[config.mk]
export PLATFORM = sky130hd
export DESIGN_NAME = acst_top
export DESIGN_NICKNAME = d
export VERILOG_FILES = /design/src/shared/acst_pkg.sv /design/src/shared/acst_ser_if.sv /design/src/hdl/acst_serial.sv /design/src/hdl/acst_top.sv
export SDC_FILE = /design/constraint.sdc
export NUM_CORES = 1
export LEC_CHECK = 0
export ABC_CLOCK_PERIOD_IN_PS = 2200
export BUFFER_PORTS_ARGS = -buffer_cell sky130_fd_sc_hd__clkbuf_2
export CAP_MARGIN = 25
export CORE_ASPECT_RATIO = 0.8
export CORE_MARGIN = 2
export CORE_UTILIZATION = 45
export CTS_CLUSTER_DIAMETER = 50
export DETAILED_ROUTE_END_ITERATION = 8
export MAX_ROUTING_LAYER = met4
export SYNTH_ARGS = -nofsm -noshare
export SYNTH_HDL_FRONTEND = slang
export SYNTH_HIERARCHICAL = 1
export SYNTH_SLANG_ARGS = --single-unit
[constraint.sdc]
create_clock -name i_clk -period 2.2 [get_ports i_clk]
set_input_delay 0.44 -clock i_clk [delete_from_list [all_inputs] [get_ports i_clk]]
set_output_delay 0.44 -clock i_clk [all_outputs]
set_load 0.01 [all_outputs]
[src/shared/acst_pkg.sv]
// Constants and types shared by the converter sequencer and its serial port.
// Assumes one system clock; all pin-side timing is measured on that clock.
package acst_pkg;

	// ==========================================================
	// Durations in master-clock periods
	localparam int unsigned CONV_MCLK       = 18;
	localparam int unsigned CAL_FULL_MCLK   = 125013;
	localparam int unsigned CAL_DAC_FS_MCLK = 111114;
	localparam int unsigned CAL_OFS_MCLK    = 13899;
	localparam int unsigned CNT_W           = 17;

	// ==========================================================
	// Word layout
	localparam int unsigned WORD_W     = 16;
	localparam int unsigned CODE_W     = 12;
	localparam int unsigned FRAME_BITS = 16;
	localparam int unsigned BITCNT_W   = 6;

	// Control word fields
	localparam int unsigned CTRL_CONV_BIT = 0;
	localparam int unsigned CTRL_CAL_BIT  = 1;
	localparam int unsigned CTRL_SEL_LSB  = 2;

	// Read word status fields
	localparam int unsigned STAT_BUSY_BIT = 15;
	localparam int unsigned STAT_CAL_BIT  = 14;
	localparam int unsigned STAT_ABRT_BIT = 13;

	// ==========================================================
	// Synchroniser slots
	localparam int unsigned PIN_MCLK  = 0;
	localparam int unsigned PIN_CONV  = 1;
	localparam int unsigned PIN_CAL   = 2;
	localparam int unsigned PIN_SCLK  = 3;
	localparam int unsigned PIN_SYNC  = 4;
	localparam int unsigned PIN_DIN   = 5;
	localparam int unsigned PIN_N     = 6;
	localparam logic [5:0]  PIN_RST   = 6'h3e;

	// ==========================================================
	// Reset values
	localparam logic [15:0] WORD_RST = 16'h0000;
	localparam logic [11:0] CODE_RST = 12'h000;

	typedef enum logic [2:0] {
		ST_IDLE     = 3'b000,
		ST_ARMED    = 3'b001,
		ST_CONV     = 3'b010,
		ST_CAL_WAIT = 3'b011,
		ST_CAL      = 3'b100
	} acst_state_type;

	typedef enum logic [1:0] {
		CAL_FULL   = 2'b00,
		CAL_DAC_FS = 2'b01,
		CAL_OFS    = 2'b10,
		CAL_SPARE  = 2'b11
	} acst_cal_type;

endpackage : acst_pkg

[src/shared/acst_ser_if.sv]
// Signals between the sequencer and its serial port engine.
// Assumes both ends run on the same system clock.
`timescale 1ns/1ns
interface acst_ser_if;
	import acst_pkg::*;
	logic              sclk_lvl;
	logic              sync_n_lvl;
	logic              din_lvl;
	logic [WORD_W-1:0] rd_word;
	logic [WORD_W-1:0] wr_word;
	logic              wr_valid;
	logic              abort;
	logic              dout;
	logic              dout_oe;
	logic              din_out;
	logic              din_oe;

	modport ctl (
		output sclk_lvl, sync_n_lvl, din_lvl, rd_word,
		input  wr_word, wr_valid, abort, dout, dout_oe, din_out, din_oe
	);
	modport port (
		input  sclk_lvl, sync_n_lvl, din_lvl, rd_word,
		output wr_word, wr_valid, abort, dout, dout_oe, din_out, din_oe
	);
endinterface : acst_ser_if

[src/hdl/acst_serial.sv]
// Framed serial port, bidirectional data-line mode.
// Assumes synchronised pin levels on the interface, one system clock.
`timescale 1ns/1ns
module acst_serial
	import acst_pkg::*;
(
	input  wire logic i_clk,
	input  wire logic i_rst_n,
	acst_ser_if.port  bus
);

	logic                sclk_d_reg, sclk_d_next;
	logic                sync_d_reg, sync_d_next;
	logic                act_reg, act_next;
	logic [BITCNT_W-1:0] cnt_reg, cnt_next;
	logic [WORD_W-1:0]   shin_reg, shin_next;
	logic [WORD_W-1:0]   shout_reg, shout_next;
	logic [WORD_W-1:0]   wr_reg, wr_next;
	logic                wv_reg, wv_next;
	logic                ab_reg, ab_next;
	logic                doe_reg, doe_next;
	logic                ioe_reg, ioe_next;
	logic                sync_fall, sync_rise, sclk_fall, sclk_rise;

	assign sync_fall = sync_d_reg & ~bus.sync_n_lvl;
	assign sync_rise = ~sync_d_reg & bus.sync_n_lvl;
	assign sclk_fall = sclk_d_reg & ~bus.sclk_lvl;
	assign sclk_rise = ~sclk_d_reg & bus.sclk_lvl;

	// ==========================================================
	// Frame engine
	always_comb begin
		sclk_d_next = bus.sclk_lvl;
		sync_d_next = bus.sync_n_lvl;
		act_next    = act_reg;
		cnt_next    = cnt_reg;
		shin_next   = shin_reg;
		shout_next  = shout_reg;
		wr_next     = wr_reg;
		wv_next     = 1'b0;
		ab_next     = 1'b0;
		doe_next    = doe_reg;
		ioe_next    = ioe_reg;
		if (sync_fall) begin
			act_next   = 1'b1;
			cnt_next   = '0;
			shout_next = bus.rd_word;
			doe_next   = 1'b1;
			ioe_next   = 1'b0;
		end else if (sync_rise) begin
			// Partial write words are dropped, never applied
			ab_next  = act_reg && (cnt_reg < BITCNT_W'(FRAME_BITS));
			act_next = 1'b0;
			doe_next = 1'b0;
			ioe_next = 1'b0;
		end else if (act_reg && sclk_fall) begin
			// First fall after turnaround keeps the freshly loaded MSB
			if (cnt_reg != BITCNT_W'(FRAME_BITS)) begin
				shout_next = {shout_reg[WORD_W-2:0], 1'b0};
			end
		end else if (act_reg && sclk_rise) begin
			cnt_next = cnt_reg + 1'b1;
			if (cnt_reg < BITCNT_W'(FRAME_BITS)) begin
				shin_next = {shin_reg[WORD_W-2:0], bus.din_lvl};
			end
			if (cnt_reg == BITCNT_W'(FRAME_BITS - 1)) begin
				wr_next    = {shin_reg[WORD_W-2:0], bus.din_lvl};
				wv_next    = 1'b1;
				shout_next = bus.rd_word;
				ioe_next   = 1'b1;
			end
			if (cnt_reg == BITCNT_W'(2 * FRAME_BITS - 1)) begin
				ioe_next = 1'b0;
			end
		end
	end

	always_ff @(posedge i_clk) begin
		if (!i_rst_n) begin
			sclk_d_reg <= 1'b0;
			sync_d_reg <= 1'b1;
			act_reg    <= 1'b0;
			cnt_reg    <= '0;
			shin_reg   <= WORD_RST;
			shout_reg  <= WORD_RST;
			wr_reg     <= WORD_RST;
			wv_reg     <= 1'b0;
			ab_reg     <= 1'b0;
			doe_reg    <= 1'b0;
			ioe_reg    <= 1'b0;
		end else begin
			sclk_d_reg <= sclk_d_next;
			sync_d_reg <= sync_d_next;
			act_reg    <= act_next;
			cnt_reg    <= cnt_next;
			shin_reg   <= shin_next;
			shout_reg  <= shout_next;
			wr_reg     <= wr_next;
			wv_reg     <= wv_next;
			ab_reg     <= ab_next;
			doe_reg    <= doe_next;
			ioe_reg    <= ioe_next;
		end
	end

	assign bus.wr_word  = wr_reg;
	assign bus.wr_valid = wv_reg;
	assign bus.abort    = ab_reg;
	assign bus.dout     = shout_reg[WORD_W-1];
	assign bus.dout_oe  = doe_reg;
	assign bus.din_out  = shout_reg[WORD_W-1];
	assign bus.din_oe   = ioe_reg;

endmodule : acst_serial

[src/hdl/acst_top.sv]
// Conversion and calibration sequencer with framed serial port.
// Assumes pins are asynchronous to i_clk; all but i_cal_select and i_sample_code pass two flip-flops.
// Functional notes
// - Conversion lasts exactly 18 master-clock periods
// - Full self-calibration lasts 125013 master periods
// - DAC plus full-scale calibration: 111114 periods
// - System offset calibration lasts 13899 periods
// - Busy rises soon after calibrate deasserts
// - Convert-start fall during calibration keeps busy
// - Start by pin or control word
// - Frame sync fall enables serial output
// - Frame sync fall sets data line to input
// - Frame sync rise releases serial output
// - Output data changes after clock fall
// - Data line turns output on clock rise
// - Data line returns input on clock rise
// - Busy high for whole operation
// - Convert-start rise holds and starts conversion
`timescale 1ns/1ns
module acst_top
	import acst_pkg::*;
#(
	parameter logic [CNT_W-1:0] P_CAL_FULL   = CNT_W'(CAL_FULL_MCLK),
	parameter logic [CNT_W-1:0] P_CAL_DAC_FS = CNT_W'(CAL_DAC_FS_MCLK),
	parameter logic [CNT_W-1:0] P_CAL_OFS    = CNT_W'(CAL_OFS_MCLK)
)(
	input  wire logic              i_clk,
	input  wire logic              i_rst_n,
	input  wire logic              i_master_clock_in,
	input  wire logic              i_convert_start_n,
	input  wire logic              i_cal_n,
	input  wire logic [1:0]        i_cal_select,
	input  wire logic [CODE_W-1:0] i_sample_code,
	input  wire logic              i_sclk,
	input  wire logic              i_sync_n,
	input  wire logic              i_din,
	output logic                   o_din,
	output logic                   o_din_oe,
	output logic                   o_dout,
	output logic                   o_dout_oe,
	output logic                   o_busy,
	output logic                   o_hold,
	output logic [WORD_W-1:0]      o_ctrl_word,
	output logic                   o_ctrl_valid
);

	// ==========================================================
	// Decoding
	function automatic logic [CNT_W-1:0] cal_len(input logic [1:0] sel);
		logic [CNT_W-1:0] len;
		case (acst_cal_type'(sel))
			CAL_DAC_FS: len = P_CAL_DAC_FS;
			CAL_OFS:    len = P_CAL_OFS;
			default:    len = P_CAL_FULL;
		endcase
		return len;
	endfunction : cal_len

	// ==========================================================
	// Pin synchronisers
	// Two stages; the second stage and its one-clock delayed copy feed logic
	logic [PIN_N-1:0] meta_reg, meta_next;
	logic [PIN_N-1:0] sync_reg, sync_next;
	logic [PIN_N-1:0] prev_reg, prev_next;
	logic [PIN_N-1:0] pins;
	logic [PIN_N-1:0] rise;
	logic [PIN_N-1:0] fall;

	assign pins[PIN_MCLK] = i_master_clock_in;
	assign pins[PIN_CONV] = i_convert_start_n;
	assign pins[PIN_CAL]  = i_cal_n;
	assign pins[PIN_SCLK] = i_sclk;
	assign pins[PIN_SYNC] = i_sync_n;
	assign pins[PIN_DIN]  = i_din;

	always_comb begin
		meta_next = pins;
		sync_next = meta_reg;
		prev_next = sync_reg;
	end

	always_ff @(posedge i_clk) begin
		if (!i_rst_n) begin
			meta_reg <= PIN_RST;
			sync_reg <= PIN_RST;
			prev_reg <= PIN_RST;
		end else begin
			meta_reg <= meta_next;
			sync_reg <= sync_next;
			prev_reg <= prev_next;
		end
	end

	genvar g;
	generate
		for (g = 0; g < PIN_N; g++) begin : g_edge
			assign rise[g] = ~prev_reg[g] & sync_reg[g];
			assign fall[g] = prev_reg[g] & ~sync_reg[g];
		end
	endgenerate

	// ==========================================================
	// Serial port
	acst_ser_if ser ();

	assign ser.sclk_lvl   = sync_reg[PIN_SCLK];
	assign ser.sync_n_lvl = sync_reg[PIN_SYNC];
	assign ser.din_lvl    = sync_reg[PIN_DIN];

	acst_serial u_serial (
		.i_clk   (i_clk),
		.i_rst_n (i_rst_n),
		.bus     (ser)
	);

	// Software requests from a completed control word
	logic sw_conv;
	logic sw_cal;

	assign sw_conv = ser.wr_valid & ser.wr_word[CTRL_CONV_BIT];
	assign sw_cal  = ser.wr_valid & ser.wr_word[CTRL_CAL_BIT];

	// ==========================================================
	// Sequencer
	acst_state_type      state_reg, state_next;
	logic [CNT_W-1:0]    cnt_reg, cnt_next;
	logic                busy_reg, busy_next;
	logic                hold_reg, hold_next;
	logic [1:0]          sel_reg, sel_next;
	logic [CODE_W-1:0]   code_reg, code_next;
	logic [CODE_W-1:0]   res_reg, res_next;
	logic                abrt_reg, abrt_next;
	logic [WORD_W-1:0]   cw_reg, cw_next;
	logic                cv_reg, cv_next;
	logic                expire;

	// Expiry only on a master edge, so busy drops on that edge
	assign expire = rise[PIN_MCLK] && (cnt_reg == CNT_W'(1));

	always_comb begin
		state_next = state_reg;
		cnt_next   = cnt_reg;
		busy_next  = busy_reg;
		hold_next  = hold_reg;
		sel_next   = sel_reg;
		code_next  = code_reg;
		res_next   = res_reg;
		abrt_next  = abrt_reg | ser.abort;
		cw_next    = cw_reg;
		cv_next    = 1'b0;
		if (ser.wr_valid) begin
			cw_next   = ser.wr_word;
			cv_next   = 1'b1;
			abrt_next = 1'b0;
		end
		if (rise[PIN_MCLK] && (cnt_reg != '0)) begin
			cnt_next = cnt_reg - 1'b1;
		end
		case (state_reg)
			ST_IDLE: begin
				if (fall[PIN_CONV]) begin
					busy_next  = 1'b1;
					state_next = ST_ARMED;
				end else if (sw_conv) begin
					// Control word start: hold and count at once
					busy_next  = 1'b1;
					hold_next  = 1'b1;
					code_next  = i_sample_code;
					cnt_next   = CNT_W'(CONV_MCLK);
					state_next = ST_CONV;
				end else if (fall[PIN_CAL]) begin
					sel_next   = i_cal_select;
					state_next = ST_CAL_WAIT;
				end else if (sw_cal) begin
					sel_next   = ser.wr_word[CTRL_SEL_LSB +: 2];
					busy_next  = 1'b1;
					cnt_next   = cal_len(ser.wr_word[CTRL_SEL_LSB +: 2]);
					state_next = ST_CAL;
				end
			end
			ST_ARMED: begin
				if (rise[PIN_CONV]) begin
					hold_next  = 1'b1;
					code_next  = i_sample_code;
					cnt_next   = CNT_W'(CONV_MCLK);
					state_next = ST_CONV;
				end
			end
			ST_CONV: begin
				// Edges on convert-start change nothing here
				if (expire) begin
					busy_next  = 1'b0;
					hold_next  = 1'b0;
					res_next   = code_reg;
					state_next = ST_IDLE;
				end
			end
			ST_CAL_WAIT: begin
				if (rise[PIN_CAL]) begin
					busy_next  = 1'b1;
					cnt_next   = cal_len(sel_reg);
					state_next = ST_CAL;
				end
			end
			ST_CAL: begin
				// Busy already high; a convert-start fall keeps it so
				busy_next = 1'b1;
				if (expire) begin
					busy_next  = 1'b0;
					state_next = ST_IDLE;
				end
			end
			default: begin
				busy_next  = 1'b0;
				hold_next  = 1'b0;
				state_next = ST_IDLE;
			end
		endcase
	end
	// Only ST_IDLE accepts a start, so nothing restarts mid-operation

	always_ff @(posedge i_clk) begin
		if (!i_rst_n) begin
			state_reg <= ST_IDLE;
			cnt_reg   <= '0;
			busy_reg  <= 1'b0;
			hold_reg  <= 1'b0;
			sel_reg   <= CAL_FULL;
			code_reg  <= CODE_RST;
			res_reg   <= CODE_RST;
			abrt_reg  <= 1'b0;
			cw_reg    <= WORD_RST;
			cv_reg    <= 1'b0;
		end else begin
			state_reg <= state_next;
			cnt_reg   <= cnt_next;
			busy_reg  <= busy_next;
			hold_reg  <= hold_next;
			sel_reg   <= sel_next;
			code_reg  <= code_next;
			res_reg   <= res_next;
			abrt_reg  <= abrt_next;
			cw_reg    <= cw_next;
			cv_reg    <= cv_next;
		end
	end

	// ==========================================================
	// Read word and outputs
	always_comb begin
		ser.rd_word                = {{(WORD_W-CODE_W){1'b0}}, res_reg};
		ser.rd_word[STAT_BUSY_BIT] = busy_reg;
		ser.rd_word[STAT_CAL_BIT]  = (state_reg == ST_CAL);
		ser.rd_word[STAT_ABRT_BIT] = abrt_reg;
	end

	assign o_busy       = busy_reg;
	assign o_hold       = hold_reg;
	assign o_ctrl_word  = cw_reg;
	assign o_ctrl_valid = cv_reg;
	assign o_dout       = ser.dout;
	assign o_dout_oe    = ser.dout_oe;
	assign o_din        = ser.din_out;
	assign o_din_oe     = ser.din_oe;

endmodule : acst_top

* Word-level counts from Yosys, hierarchy flattened
Index checks and enable logic that the tools add are counted.
Cells by class: add/sub/neg operators 2, order comparisons 1, equality and inequality tests 24, mux-type cells 48, bitwise operators 30, reduce and logical (&&, ||, !) cells 34
Operators with widths (number):
- $mux 17 | 7
- $mux 16 | 6
- $pmux 17 s2 | 2
- $pmux 17 s3 | 1
- $mux 12 | 3
- $pmux 12 s2 | 1
- $mux 3 | 7
- $reduce_and 4->1 | 5
- $reduce_and 5->1 | 4
- $not 1->1 | 18
- $eq 17x1->1 const B | 1
- $reduce_bool 17->1 | 1
- $sub 17x1->17 const B | 1
- $mux 1 | 16
- $ne 2x2->1 const B | 6
- $pmux 3 s4 | 1
- $reduce_bool 2->1 | 6
- $and 1x1->1 | 11
- $ne 4x4->1 const B | 2
- $reduce_or 2->1 | 4
- $add 6x1->6 const B | 1
- $eq 3x2->1 const B | 2
- $eq 6x4->1 const B | 1
- $eq 6x5->1 const B | 1
- 20 further kinds | 31
Word-level totals: flip-flop bits (word level) 140, bits of input ports 22

* Logic depth before layout (Yosys ltp)
depth after elaboration 9, depth in mapped cells 9, depth with buffers taken out 7

* Modules after synthesis
Netlist, hierarchy kept.
By module, submodules not included:
- acst_top | instances 1, cells an instance 403, area an instance 3661.0 sq um, seq. area each 1621.6 sq um
- acst_serial | instances 1, cells an instance 273, area an instance 2583.7 sq um, seq. area each 1181.1 sq um

* Worst setup path after synthesis
No wires, ideal clock.
path type reg2reg, from reg cnt_reg[5] (netlist name), to reg cnt_reg[13] (netlist name), library setup time 0.140 ns, data arrival time 1.938 ns, setup slack 0.122 ns, cell stages (with the launch flop) 6, path buffers 0, cells stage by stage dfxtp_1 or4_4 or4_4 a2111oi_4 xnor2_1 o22ai_1

==> results.md <==
Placed design:
- At the end of routability-driven placement, the weighted congestion stood at roughly 0.87.
- In this run the tool buffered the top-level ports with 44 buffer cells.
- The total half-perimeter wirelength after legalization and detailed placement is 9.25 mm.
- The area after detailed placement is ~0.0067 mm2.

Logic synthesis:
- After synthesis, the cell types taking the most area are sky130_fd_sc_hd__dfxtp_1 45%, sky130_fd_sc_hd__mux2i_1 12%, sky130_fd_sc_hd__nand2_1 4.6%, sky130_fd_sc_hd__nor2_1 3.8%, sky130_fd_sc_hd__nand2b_1 3.5%.
- In this run, synthesis inferred 0 flip-flops with an integrated enable.
- The synthesized netlist devotes 21.7% of its cell area to simple gates.
- Sorting the synthesized cells by how often they occur yields 140 x sky130_fd_sc_hd__dfxtp_1, 76 x sky130_fd_sc_hd__nand2_1, 72 x sky130_fd_sc_hd__mux2i_1.
- Of the total synthesized cell area, the portion taken by full adders, half adders and majority gates is 2.40%.
- The proportion of register bits with asynchronous set or reset after synthesis is 0%.
- Summing the areas of all xor and xnor instances in the mapped netlist gives 2.38% of the synthesized area.
- The most common flop cell mapped by yosys is sky130_fd_sc_hd__dfxtp_1.
- By area, the combinational part of the netlist is dominated by simple AND/OR/NAND/NOR gates.
- The summed instance area of the synthesized netlist is 0.00624 mm2.
- The portion of synthesized area spent on multiplexers is a little under an eighth.
- Synthesis handed over a netlist of around 680 instances.
- sky130_fd_sc_hd__dfxtp_1 is the most common cell in the netlist.
- A synthesized cell averages 9.24 um2.
- The synthesized netlist devotes 12.4% of its cell area to compound gates.
- The net count after synthesis is 710.
- The share of the Yosys chip area taken by registers is approximately 45%.
- The portion of synthesized cell area occupied by the leading cell type is 44.9%.
- The count of cell types in the netlist is 64.
- The Yosys step of the flow raised 6 warnings.
- The synthesis-stage register bit count is 140.
- The cell type contributing the most total cell area after synthesis is sky130_fd_sc_hd__dfxtp_1.

Worst setup path:
- Data on the critical path is required at its endpoint by about 2.5 ns.
- STA classifies the critical path endpoint as a flip-flop.
- Data arrives at the worst endpoint at 2.40 ns.
- The startpoint kind of the worst setup timing path is a flip-flop.
- The maximum net fanout on the critical path is 5.
- The flop-to-flop setup slack is 0.09 ns.
- The critical setup path kind is reg2reg.

Final layout:
- From synthesis to final layout, the design area changed by 16.1%.
- In the final layout, the share of cells above drive strength 1 is 15.6%.
- In the final design database the tool counted 756 nets.
- In the final layout, the multi-input gates occupy 0.00318 mm2.
- The footprint of the flip-flops and latches is 0.00280 mm2.
- The number of flip-flops in the largest register is 17.
- The final standard cell area without fillers is 0.00725 mm2.
- The repair_antennas step left the layout with diodes totalling 0.
- Counting the fill cells in the layout gives 1258.

Drt:
- Before antenna repair, the detailed router went through 5 iterations.
- After the first detailed-routing iteration, the DRC count stood at 302.
- For this block, the routed nets add up to 13.6 mm of wire.
- After detailed routing, the average wire length per cell comes to around 15 um.
- The final route contains 4829 vias.
- The count of nets left with antenna violations once routing finished came out at 0.
- After detailed routing, the number of remaining DRC violations is 0.
- Using the TritonRoute via totals, the vias-per-cell ratio works out to between 5 and 6.

Clocking:
- The H-tree generated during clock tree synthesis spans 4 levels.
- The number of buffers between clock root and the deepest sink is 2.
- The post-CTS setup buffer count is 0.
- The number of buffers inserted during clock tree synthesis is 17.
- The count of hold buffers inserted by post-cts repair is 0.
- The buffer type at the clock tree root is sky130_fd_sc_hd__clkbuf_16.
- The clock net in this run drives a total of between 100 and 150 sinks.
- After clock tree synthesis, the clock-pin slew on the worst setup and hold paths is 0.06 ns.
- The clock reaches the later pin of the worst-skew pair after 0.41 ns.
- The number of gates resized after CTS is 0.
- The TritonCTS clock tree is done.

Global routing:
- The number of antenna violations at the first check in global routing is 0.
- The number of global-route vias before repair came to 4569.
- The first-pass GRT wire length is 22.7 mm.
- For this run, the total global-route usage over all layers was measured as 20.1%.
- The residual overflow from global routing is 0.
- The largest net degree at the start of global routing is 100.

Timing:
- On the final layout, the worst clock skew is 0.00704 ns.
- Setup repair after global routing left no endpoint under its margin.
- The hold violation count in the final report came to 0.
- The number of slew-limit violations in the final report is 0.
- The maximum frequency from static timing analysis is 0.474 GHz.
- Setup violations remaining at the end of the flow were counted as 0.
- For the pin with the worst max-slew slack, the measured transition is 0.803 ns.
- Measured against its own limit, the worst slew margin works out to 45.6%.
- In the finished design, the share of the clock period the worst path needs comes to 96.0%.
- The minimum clock period is 2.11 ns.
- Setup total negative slack on the finished layout was measured at 0 ns.

Flow run:
- The count of maximum capacitance violations is 0.

Pwr:
- The leakage dissipation is a little under 3 nW.
- For this design the ratio of total power to cell area is 925 mW/mm2.
- VDD sags by at most approximately 0.00061 V.

Floorplanning:
- The I/O pin count is between 40 and 50.
- The starting density of the core is 46.1%.
- The total area inside the core boundary comes to 0.0136 mm2.
- In this run the vertical extent of the chip is 109 um.
- The floorplan has 38 rows.
- The full die area is between 0.01 and 0.015 mm2.
- The floorplan step set the die width to ~140 um.

Run status:
- The run finished with clean final reports.

Min path:
- The path class of the lowest-slack min-delay path is in2reg.
cell usage in the layout, fill, tap and decap left out, types with 17 or more instances in the layout:
cell	netlist	layout
sky130_fd_sc_hd__mux2i_1	72	72
sky130_fd_sc_hd__nand2b_1	35	35
sky130_fd_sc_hd__nor2_1	64	64
sky130_fd_sc_hd__clkbuf_2	1	44
sky130_fd_sc_hd__a21oi_1	22	21
sky130_fd_sc_hd__nor2b_1	23	23
sky130_fd_sc_hd__dfxtp_1	140	140
sky130_fd_sc_hd__clkbuf_16	0	17
sky130_fd_sc_hd__nand2_1	76	76
sky130_fd_sc_hd__buf_4	7	21
sky130_fd_sc_hd__o211ai_1	18	18
area by class of cell:
cell class	count	share of cell area, %
multi-input combinational	480	43.8
clock buffer	24	6.78
tap	180	3.11
clock inverter	6	0.845
inverter	15	0.776
timing repair buffer	68	6.04
sequential	140	38.6
where the power goes:
| part | leakage [nW] | total, W | switching, W | internal (W) |
|---|---|---|---|---|
| sequential | 1.13 | 0.00275 | 0.000122 | 0.00263 |
| clock | 0.272 | 0.00270 | 0.00104 | 0.00166 |
| combinational | 1.54 | 0.00126 | 0.000733 | 0.000524 |
| total | 2.95 | 0.00671 | 0.00189 | 0.00481 |
logic make-up (layout without fill, tap and decap cells):
kind of cell    count (synthesis)  count (layout)
compound gates                113             113
simple gates                  265             265
buf+inv                        56             113
xor+xnor                       17              17
other cells                     1               1
flops                         140             140
mux                            72              72
fa+ha+maj                      12              12
critical path, cell delays in order, from the launching register on:
cell	delay [ns]
sky130_fd_sc_hd__dfxtp_1	0.38
sky130_fd_sc_hd__or4_1	0.50
sky130_fd_sc_hd__or3_1	0.31
sky130_fd_sc_hd__a2111oi_0	0.53
sky130_fd_sc_hd__xnor2_1	0.19
sky130_fd_sc_hd__o21ai_1	0.07
metal layers:
layer  share of wire [%]  global-route usage (%)  wire [um]
met5                   0                       -          0
met4                 1.2                    6.18        169
met2                  45                    30.6       6110
met3                 3.8                    5.16        518
met1                  50                    26.5       6810
through the flow:
| stage | util [%] | instances | total power [W] | hold slack [ns] | setup WS [ns] |
|---|---|---|---|---|---|
| floorplan | - | 676 | 0.00366 | 0.386 | 0.122 |
| global placement | 49.4 | 883 | 0.00402 | 0.404 | 0.0731 |
| detailed placement | 49.4 | 883 | 0.00403 | 0.399 | 0.0753 |
| CTS | 53.4 | 913 | 0.00675 | 0.191 | 0.0540 |
| global route | 53.5 | 913 | 0.00699 | 0.213 | 0.00131 |
| finish | 53.5 | 913 | 0.00671 | 0.211 | 0.0890 |
path summary, 6_finish.rpt:
check	startpoint	endpoint	cells past startpoint
worst max-delay path	cnt_reg[12]	cnt_reg[15]	5
worst min-delay path	i_din	meta_reg[5]	2
worst max register to register	cnt_reg[12]	cnt_reg[15]	5
worst min register to register	meta_reg[2]	prev_next[2]	1
(Power assumes the default switching activity.)
